[config.mk]
export PLATFORM = sky130hd
export DESIGN_NAME = mss_seq
export DESIGN_NICKNAME = d
export VERILOG_FILES = /design/src/core/mss_ms_tick.v /design/src/core/mss_seq.v
export VERILOG_INCLUDE_DIRS = /design/src /design/src/common
export SDC_FILE = /design/constraint.sdc
export NUM_CORES = 1
export LEC_CHECK = 0
export ABC_AREA = 1
export BUFFER_PORTS_ARGS = -buffer_cell sky130_fd_sc_hd__buf_4
export CAP_MARGIN = 20
export CORE_MARGIN = 4
export CORE_UTILIZATION = 64
export DETAILED_ROUTE_END_ITERATION = 8
export HOLD_SLACK_MARGIN = 0.08
export PLACE_DENSITY = 0.87
export RECOVER_POWER = 100
export SLEW_MARGIN = 20
export SYNTH_ARGS = -nofsm -noshare
export SYNTH_HDL_FRONTEND = slang
export SYNTH_SLANG_ARGS = --single-unit
[constraint.sdc]
create_clock -name clk_i -period 10.4 [get_ports clk_i]
set_input_delay 0 -clock clk_i [delete_from_list [all_inputs] [get_ports clk_i]]
set_output_delay 0 -clock clk_i [all_outputs]
set_load 0.005 [all_outputs]
[src/common/mss_defs.vh]
/*
 * constants of the motor start sequencer: register byte offsets, field
 * positions, reset values, setting limits and the millisecond time base.
 * assumes inclusion by bare name from the core files; definitions only.
 */
`ifndef MSS_DEFS_VH
`define MSS_DEFS_VH

// register byte offsets on the wishbone slave
`define MSS_REG_CTRL 8'h00
`define MSS_REG_CFG 8'h04
`define MSS_REG_FLIM 8'h08
`define MSS_REG_SCUR 8'h0c
`define MSS_REG_BRAKE 8'h10
`define MSS_REG_FMAX 8'h14
`define MSS_REG_FMIN 8'h18
`define MSS_REG_FCUR 8'h1c
`define MSS_REG_STAT 8'h20

// control register fields
`define MSS_CTRL_RUN 0
`define MSS_CTRL_COMM 1

// configuration register fields
`define MSS_CFG_NUM_LSB 0
`define MSS_CFG_MODE_LSB 16

// status register fields
`define MSS_STAT_PHASE_LSB 0
`define MSS_STAT_BRAKE 4
`define MSS_STAT_ACCEL 5
`define MSS_STAT_HOLD 6
`define MSS_STAT_FLUX 7
`define MSS_STAT_CURR 8
`define MSS_STAT_TIMER_LSB 16

// reset values
`define MSS_CFG_RST 10'h06e
`define MSS_MODE_RST 8'h00
`define MSS_FLIM_RST 14'h104
`define MSS_BRAKE_RST 16'h0000
`define MSS_RATED_CUR 16'h00fa
`define MSS_OVL_PCT 16'h0096

// setting limits in their own units (0.01 hz, ms)
`define MSS_FLIM_MAX 14'h2710
`define MSS_BRAKE_MIN 16'hec78
`define MSS_BRAKE_MAX 16'h1388
`define MSS_FTIME_MAX 14'h2710
`define MSS_FTIME_MIN 14'h0001

// flux-formation time defaults per configuration family, ms
`define MSS_FMAX_VF 14'h012c
`define MSS_FMAX_FOC 14'h03e8
`define MSS_FMAX_SYNC 14'h0032
`define MSS_FMIN_VF 14'h000a
`define MSS_FMIN_FOC 14'h0032
`define MSS_FMIN_SYNC 14'h0032

// time base: clock in khz, tick period in ms, cycles per tick
`define MSS_CLK_KHZ 25000
`define MSS_TICK_MS 1
`define MSS_TICK_CYCLES (`MSS_CLK_KHZ * `MSS_TICK_MS)

`endif

[src/core/mss_ms_tick.v]
/*
 * millisecond time base: one-cycle tick every CYCLES enabled clocks.
 * assumes a synchronous active-high reset and a clock enable that
 * freezes the count; clr_i restarts the period.
 */
`timescale 1ns/1ps
`default_nettype none

module mss_ms_tick #(
    parameter CYCLES = 25000
) (
    // clock, reset, enable
    input wire clk_i,
    input wire rst_i,
    input wire ce_i,
    // restart and tick
    input wire clr_i,
    output reg tick_o
);

    reg [15:0] cnt_q;

    // divider down-counter, reloads on clear or on reaching zero
    always @(posedge clk_i) begin
        if (rst_i) begin
            cnt_q <= 16'h0000;
            tick_o <= 1'b0;
        end else if (ce_i) begin
            if (clr_i || cnt_q == 16'h0000) begin
                cnt_q <= CYCLES[15:0] - 16'h0001;
            end else begin
                cnt_q <= cnt_q - 16'h0001;
            end
            tick_o <= !clr_i && cnt_q == 16'h0001;
        end
    end

endmodule // mss_ms_tick

`default_nettype wire

[src/core/mss_seq.v]
/*
 * motor start sequencer: brake release delay, flux formation, starting
 * current impression up to the frequency limit, then normal control.
 * assumes a classic wishbone master, a power stage giving output
 * frequency and flux-reached, and synchronous inputs on clk_i.
 */
// Implementation choices: the placing of the registers and the Wishbone register port.
`timescale 1ns/1ps
`default_nettype none
`include "mss_defs.vh"

module mss_seq #(
    parameter TICK_CYCLES = `MSS_TICK_CYCLES,
    parameter [15:0] RATED_CUR = `MSS_RATED_CUR,
    parameter [15:0] OVL_PCT = `MSS_OVL_PCT
) (
    // clock, reset, enable
    input wire clk_i,
    input wire rst_i,
    input wire ce_i,
    // wishbone slave
    input wire wb_cyc_i,
    input wire wb_stb_i,
    input wire wb_we_i,
    input wire [7:0] wb_adr_i,
    input wire [3:0] wb_sel_i,
    input wire [31:0] wb_dat_i,
    output reg [31:0] wb_dat_o,
    output reg wb_ack_o,
    // power stage feedback
    input wire [13:0] output_freq_i,
    input wire flux_reached_i,
    input wire [13:0] commission_freq_i,
    // drive outputs
    output reg brake_release_o,
    output reg [2:0] phase_o,
    output reg accel_enable_o,
    output reg freq_hold_o,
    output reg flux_impress_o,
    output reg start_current_impress_o,
    output reg [15:0] start_current_o,
    output reg [15:0] flux_current_component_o
);

    localparam [2:0] ST_IDLE = 3'h0;
    localparam [2:0] ST_BRAKE = 3'h1;
    localparam [2:0] ST_FLUX = 3'h2;
    localparam [2:0] ST_CURR = 3'h3;
    localparam [2:0] ST_RUN = 3'h4;

    // byte-lane merge of a write into the current word
    function [31:0] wb_merge;
        input [31:0] old;
        input [31:0] new_val;
        input [3:0] sel;
        integer i;
        begin
            wb_merge = old;
            for (i = 0; i < 4; i = i + 1) begin
                if (sel[i]) begin
                    wb_merge[i*8 +: 8] = new_val[i*8 +: 8];
                end
            end
        end
    endfunction

    // unsigned clamp to an upper limit
    function [15:0] clamp_u;
        input [15:0] v;
        input [15:0] lim;
        begin
            clamp_u = (v > lim) ? lim : v;
        end
    endfunction

    // configuration family: hundreds digit of the configuration number, 9 for every number from 900 up
    function [3:0] cfg_family;
        input [9:0] num;
        begin
            cfg_family = 4'h0;
            if (num >= 10'h384) cfg_family = 4'h9;
            else if (num >= 10'h320) cfg_family = 4'h8;
            else if (num >= 10'h2bc) cfg_family = 4'h7;
            else if (num >= 10'h258) cfg_family = 4'h6;
            else if (num >= 10'h1f4) cfg_family = 4'h5;
            else if (num >= 10'h190) cfg_family = 4'h4;
            else if (num >= 10'h12c) cfg_family = 4'h3;
            else if (num >= 10'h0c8) cfg_family = 4'h2;
            else if (num >= 10'h064) cfg_family = 4'h1;
        end
    endfunction

    wire [31:0] scur_max_w = RATED_CUR * OVL_PCT;
    wire [31:0] scur_div_w = scur_max_w / 32'h00000064;
    wire [15:0] scur_lim = (scur_div_w > 32'h0000ffff) ? 16'hffff : scur_div_w[15:0];

    // registers
    reg run_q;
    reg run_prev_q;
    reg [9:0] cfg_q;
    reg [7:0] mode_q;
    reg [13:0] flim_q;
    reg [15:0] brake_q;
    reg [13:0] fmax_q;
    reg [13:0] fmin_q;
    reg [2:0] state_q;
    reg [2:0] state_d;
    reg [13:0] ms_q;
    reg [13:0] brk_ms_q;
    reg [31:0] rd_val;
    reg [31:0] wr_val;

    wire tick;
    wire bus_req = wb_cyc_i && wb_stb_i && !wb_ack_o;
    wire bus_wr = bus_req && wb_we_i;
    wire start_pulse = run_q && !run_prev_q;

    // clamped write values, cut to the 14-bit register width where stored
    wire [15:0] flim_wr = clamp_u(wr_val[15:0], {2'b00, `MSS_FLIM_MAX});
    wire [15:0] comm_wr = clamp_u({2'b00, commission_freq_i}, {2'b00, `MSS_FLIM_MAX});
    wire [15:0] fmin_wr = clamp_u(wr_val[15:0], {2'b00, `MSS_FTIME_MAX});
    wire [15:0] fmax_wr = (fmin_wr < {2'b00, `MSS_FTIME_MIN}) ? {2'b00, `MSS_FTIME_MIN} : fmin_wr;

    // configuration decode
    wire [3:0] fam = cfg_family(cfg_q);
    wire is_vf = fam == 4'h1;
    wire is_foc = fam == 4'h2 || fam == 4'h4 || fam == 4'h6;
    wire vf_mag = is_vf && (mode_q == 8'h01 || mode_q == 8'h02 || mode_q == 8'h03
                  || mode_q == 8'h04 || mode_q == 8'h0c || mode_q == 8'h0e);
    wire need_flux = is_foc || vf_mag;
    wire need_curr = (is_vf && (mode_q == 8'h02 || mode_q == 8'h04
                     || mode_q == 8'h0c || mode_q == 8'h0e))
                     || fam == 4'h4 || cfg_q == 10'h262;

    // brake delay sign and magnitude
    wire brake_neg = brake_q[15];
    wire [15:0] brake_abs = brake_neg ? (16'h0000 - brake_q) : brake_q;
    wire [13:0] brake_mag = brake_abs[13:0];

    // flux-formation end: max always ends, min gates an early flux-reached except in v/f magnetizing, where flux-reached is ignored
    wire flux_max_hit = ms_q >= fmax_q;
    wire flux_min_ok = ms_q >= fmin_q;
    wire flux_done = vf_mag && !is_foc ? flux_max_hit
                   : (flux_max_hit || (flux_reached_i && flux_min_ok));

    mss_ms_tick #(
        .CYCLES(TICK_CYCLES)
    ) u_tick (
        .clk_i(clk_i),
        .rst_i(rst_i),
        .ce_i(ce_i),
        .clr_i(start_pulse),
        .tick_o(tick)
    );

    // register read mux
    always @* begin
        rd_val = 32'h00000000;
        case (wb_adr_i)
            `MSS_REG_CTRL: rd_val[`MSS_CTRL_RUN] = run_q;
            `MSS_REG_CFG: begin
                rd_val[`MSS_CFG_NUM_LSB +: 10] = cfg_q;
                rd_val[`MSS_CFG_MODE_LSB +: 8] = mode_q;
            end
            `MSS_REG_FLIM: rd_val[13:0] = flim_q;
            `MSS_REG_SCUR: rd_val[15:0] = start_current_o;
            `MSS_REG_BRAKE: rd_val[15:0] = brake_q;
            `MSS_REG_FMAX: rd_val[13:0] = fmax_q;
            `MSS_REG_FMIN: rd_val[13:0] = fmin_q;
            `MSS_REG_FCUR: rd_val[15:0] = flux_current_component_o;
            `MSS_REG_STAT: begin
                rd_val[`MSS_STAT_PHASE_LSB +: 3] = state_q;
                rd_val[`MSS_STAT_BRAKE] = brake_release_o;
                rd_val[`MSS_STAT_ACCEL] = accel_enable_o;
                rd_val[`MSS_STAT_HOLD] = freq_hold_o;
                rd_val[`MSS_STAT_FLUX] = flux_impress_o;
                rd_val[`MSS_STAT_CURR] = start_current_impress_o;
                rd_val[`MSS_STAT_TIMER_LSB +: 14] = ms_q;
            end
            default: rd_val = 32'h00000000;
        endcase
        wr_val = wb_merge(rd_val, wb_dat_i, wb_sel_i);
    end

    // wishbone answer: ack one cycle after the request, dropped after one
    always @(posedge clk_i) begin
        if (rst_i) begin
            wb_ack_o <= 1'b0;
            wb_dat_o <= 32'h00000000;
        end else if (ce_i) begin
            wb_ack_o <= bus_req;
            wb_dat_o <= (bus_req && !wb_we_i) ? rd_val : 32'h00000000;
        end
    end

    // register writes with range clamping, commissioning and config defaults
    always @(posedge clk_i) begin
        if (rst_i) begin
            run_q <= 1'b0;
            run_prev_q <= 1'b0;
            cfg_q <= `MSS_CFG_RST;
            mode_q <= `MSS_MODE_RST;
            flim_q <= `MSS_FLIM_RST;
            start_current_o <= RATED_CUR;
            brake_q <= `MSS_BRAKE_RST;
            fmax_q <= `MSS_FMAX_VF;
            fmin_q <= `MSS_FMIN_VF;
            flux_current_component_o <= RATED_CUR;
        end else if (ce_i) begin
            run_prev_q <= run_q;
            if (bus_wr) begin
                case (wb_adr_i)
                    `MSS_REG_CTRL: begin
                        run_q <= wr_val[`MSS_CTRL_RUN];
                        if (wr_val[`MSS_CTRL_COMM] && is_foc) begin
                            flim_q <= comm_wr[13:0];
                        end
                    end
                    `MSS_REG_CFG: begin
                        cfg_q <= wr_val[`MSS_CFG_NUM_LSB +: 10];
                        mode_q <= wr_val[`MSS_CFG_MODE_LSB +: 8];
                        case (cfg_family(wr_val[`MSS_CFG_NUM_LSB +: 10]))
                            4'h1: begin
                                fmax_q <= `MSS_FMAX_VF;
                                fmin_q <= `MSS_FMIN_VF;
                            end
                            4'h6: begin
                                fmax_q <= `MSS_FMAX_SYNC;
                                fmin_q <= `MSS_FMIN_SYNC;
                            end
                            default: begin
                                fmax_q <= `MSS_FMAX_FOC;
                                fmin_q <= `MSS_FMIN_FOC;
                            end
                        endcase
                    end
                    `MSS_REG_FLIM: begin
                        flim_q <= flim_wr[13:0];
                    end
                    `MSS_REG_SCUR: start_current_o <= clamp_u(wr_val[15:0], scur_lim);
                    `MSS_REG_BRAKE: begin
                        if ($signed(wr_val[15:0]) < $signed(`MSS_BRAKE_MIN)) begin
                            brake_q <= `MSS_BRAKE_MIN;
                        end else if ($signed(wr_val[15:0]) > $signed(`MSS_BRAKE_MAX)) begin
                            brake_q <= `MSS_BRAKE_MAX;
                        end else begin
                            brake_q <= wr_val[15:0];
                        end
                    end
                    `MSS_REG_FMAX: begin
                        fmax_q <= fmax_wr[13:0];
                    end
                    `MSS_REG_FMIN: begin
                        fmin_q <= fmin_wr[13:0];
                    end
                    `MSS_REG_FCUR: flux_current_component_o <= clamp_u(wr_val[15:0], scur_lim);
                    default: run_q <= run_q;
                endcase
            end
        end
    end

    // phase sequencing: brake delay, flux, starting current, control
    always @* begin
        state_d = state_q;
        case (state_q)
            ST_IDLE: begin
                if (start_pulse) state_d = ST_BRAKE;
            end
            ST_BRAKE: begin
                if (brake_neg || ms_q >= brake_mag) begin
                    if (need_flux) state_d = ST_FLUX;
                    else if (need_curr) state_d = ST_CURR;
                    else state_d = ST_RUN;
                end
            end
            ST_FLUX: begin
                if (flux_done) state_d = need_curr ? ST_CURR : ST_RUN;
            end
            ST_CURR: begin
                if (output_freq_i > flim_q) state_d = ST_RUN;
            end
            ST_RUN: state_d = ST_RUN;
            default: state_d = ST_IDLE;
        endcase
        if (!run_q) state_d = ST_IDLE;
    end

    // phase state, timers and registered drive outputs
    always @(posedge clk_i) begin
        if (rst_i) begin
            state_q <= ST_IDLE;
            ms_q <= 14'h0000;
            brk_ms_q <= 14'h0000;
            phase_o <= ST_IDLE;
            brake_release_o <= 1'b0;
            accel_enable_o <= 1'b0;
            freq_hold_o <= 1'b0;
            flux_impress_o <= 1'b0;
            start_current_impress_o <= 1'b0;
        end else if (ce_i) begin
            state_q <= state_d;
            phase_o <= state_d;
            // phase timer restarts on every phase entry and on a new start, zero while idle
            if (start_pulse || state_d != state_q || state_q == ST_IDLE) begin
                ms_q <= 14'h0000;
            end else if (tick && ms_q != 14'h3fff) begin
                ms_q <= ms_q + 14'h0001;
            end
            // brake timer runs from the start command across phases
            if (start_pulse) begin
                brk_ms_q <= 14'h0000;
            end else if (tick && brk_ms_q != 14'h3fff) begin
                brk_ms_q <= brk_ms_q + 14'h0001;
            end
            brake_release_o <= state_d != ST_IDLE
                               && (!brake_neg || brk_ms_q >= brake_mag);
            accel_enable_o <= state_d == ST_CURR || state_d == ST_RUN;
            freq_hold_o <= state_d == ST_BRAKE || state_d == ST_FLUX;
            flux_impress_o <= state_d == ST_FLUX;
            start_current_impress_o <= state_d == ST_CURR;
        end
    end

endmodule // mss_seq

`default_nettype wire

==> results.cfg <==
[setup_path]
crit_required_ns = 10.75
crit_arrival_ns = 6.83
cp-start-kind = input port
cp-startpoint = ce_i
reg2reg_from = brake_q[0]
regToRegSetupSlack_ns = 5.11
worst-setup-path-type = in2reg
r2r_end = ms_q[0]
reg2reg_depth = 27
cp_max_fo = 45
end_kind = flop

[final_layout]
areaGrowthSynthToFinish_pct = 16.9
nNetsFinal = 2173
final_common_cell = nand2_1
drive_gt1_share_pct = 11.1
fillers = 1503
layout_common_cells = nand2_1 (459), inv_1 (237), a21oi_1 (196), dfxtp_1 (194), nor2_1 (165)

[timing]
rsz0062_at_grt = false
worst_pin_slew_ns = 4.69
slew_violations = 248
fmax_ghz = 0.154
finClkSkew_ns = 0.0155
final-hold-violation-count = 0
final.min_clock_period_ns = 6.48
post-route-period-util_pct = 62.3
setup_tns_ns = 0
final-setup-viol-count = 0
relSlewSlack_pct = -213

[power_and_ir_drop]
ir_drop_v = 0.000112
p_leak_uw = 0.00650
cellPowerDensity_nw_per_um2 = 128
p_seq_share_pct = 44.3
pwr-share-clk_pct = 37.2
p_switching_uw = 611
power_uw = 1840
internal_power_uw = 1230
power.share.combinational_pct = 18.5
netSwitchingFraction_pct = 33.3

[cts]
clock_sinks = 194
clkTransAtPathRegs_ns = 0.09
cts_made_buffers = 17
cts_tree = yes
cts.path.max_buffers = 2
post_cts_resized = 0
clock_latency_ns = 0.46
cts_root_buf = clkbuf_16
htreeDepth = 4

[grt]
first_global_vias = 12500
grt_max_degree = 100
grt_pass1_wl_um = 66300
track_usage_pct = 38.7
overflow = 0
antenna_found_initial = 2

[floorplanning]
dieArea_um2 = 21400
io_pins = 152
die_h_um = 146
num_rows = 50
start_util_pct = 65.3
core_um2 = 18800
dieWidth_um = 146

[yosys]
ys.flop_type = dfxtp_1
ys_seq_area_share_pct = 31.7
synthDistinctLibCells = 55
async_flop_share_pct = 0
netlist_area_um2 = 12300
synth_seq_cells = 194
synth_edf_count = 0
synth_area_per_cell_um2 = 6.56
yosys_warnings = 0
synthCells = 1870

[hold_path]
holdCritPathClass = in2reg
hp-start = wb_dat_i[8]
holdPathEnd = cfg_q[8]
hold_path_depth = 5

[placement]
dp_hpwl_um = 31200
port_buffers = 140
gp_congestion = 1.03

[status]
status = finished, violations left
violations = capacitance limit, slew limit

[detailed_routing]
dr_total_vias = 13600
ant_nets = 0
drc = 0
wl_um = 42800
drtIter0Drc = 1561
viasPerCell = 5.98
dr.pass1.iters = 6
wl_per_cell_um = 18.9

[run]
max_cap_viol_count = 4
registers in the layout, indices dropped and copies added (netlist names), 3 cells and up:
register and cells:
wb_dat_o 30, brake_q 16, flux_current_component_o 16, start_current_o 16, u_tick.cnt_q 16, brk_ms_q 14
flim_q 14, fmax_q 14, fmin_q 14, ms_q 14, cfg_q 10, mode_q 8
state_q 3
power groups by stage:
stage	clock network (uW)	registers, uW	logic [uW]
floorplan	0	816	237
global route	708	817	376
detailed placement	0	829	320
finish	684	813	340
CTS	677	812	332
global placement	0	827	308
routing by layer:
layer | GRT usage, % | share of wire (%)
met1 | 50.0 | 39
met2 | 62.3 | 45
met3 | 8.78 | 11
met4 | 16.8 | 4.7
met5 | 0 | 0
cell usage after synthesis, types with 18 or more instances:
cell | n | area share, %
nand2_1 | 459 | 14
inv_1 | 235 | 7.2
a21oi_1 | 194 | 7.9
dfxtp_1 | 194 | 32
nor2_1 | 165 | 5.0
nand3_1 | 116 | 4.7
o21ai_0 | 92 | 3.8
ha_1 | 76 | 7.8
clkbuf_1 | 40 | 1.2
nor3_1 | 35 | 1.4
o22ai_1 | 33 | 1.7
xor2_1 | 25 | 1.8
o21ai_1 | 20 | 0.82
inv_2 | 18 | 0.55
logic make-up after synthesis:
kind of cell / Yosys count / share of synthesized area [%]
and+or+nand+nor: 845 / 29.6
adders and majority gates: 76 / 7.75
DFF: 194 / 31.7
AOI/OAI and AO/OA: 398 / 18.1
buffers and inverters: 327 / 10.8
xor gates and xnor gates: 29 / 2.07
other: 1 / 0.0306
worst max-delay path, cell delays in order:
cell           delay [ns]
dlygate4sd3_1        0.52
clkbuf_1             1.33
clkinv_1             0.54
nor2_1               0.28
nand2_1              0.36
nor2_1               0.85
clkinv_1             0.97
a21oi_1              0.44
dlygate4sd3_1        0.62
a221oi_1             0.08
dlygate4sd3_1        0.80
layout make-up:
type                       count  area, um^2  area share (%)
multi-input combinational   1350        7040            49.1
sequential                   194        3880            27.1
timing repair buffer         197        1530            10.7
inverter                     258         970            6.77
clock buffer                  17         425            2.97
tap                          234         293            2.04
clock inverter                15         183            1.27
antenna                        2        5.00          0.0349
worst max-delay path by stage:
stage                      endpoint  cells after the start
after global routing      mode_q[5]                     11
after floorplan            ms_q[12]                     26
after CTS                 mode_q[6]                     14
after detailed placement    ms_q[3]                     24
after global placement     ms_q[10]                     24
final                     mode_q[5]                     11
timing repair:
item	in CTS	in global routing
setup buffers	0	0
hold endpoints to repair	65	0
hold buffers	50	0
stage by stage:
step / hold slack (ns) / utilization [%] / setup slack, ns / std cells / instance area (um^2)
floorplan: 0.184 / - / 6.89 / 1871 / 12300
global placement: 0.305 / 70.9 / 6.13 / 2183 / 13300
detailed placement: 0.309 / 70.9 / 6.01 / 2183 / 13300
CTS: 0.0818 / 76.8 / 5.58 / 2265 / 14400
global route: 0.112 / 76.4 / 3.58 / 2267 / 14300
finish: 0.0940 / 76.4 / 3.92 / 2267 / 14300
Power figures use the tool's default switching activity.
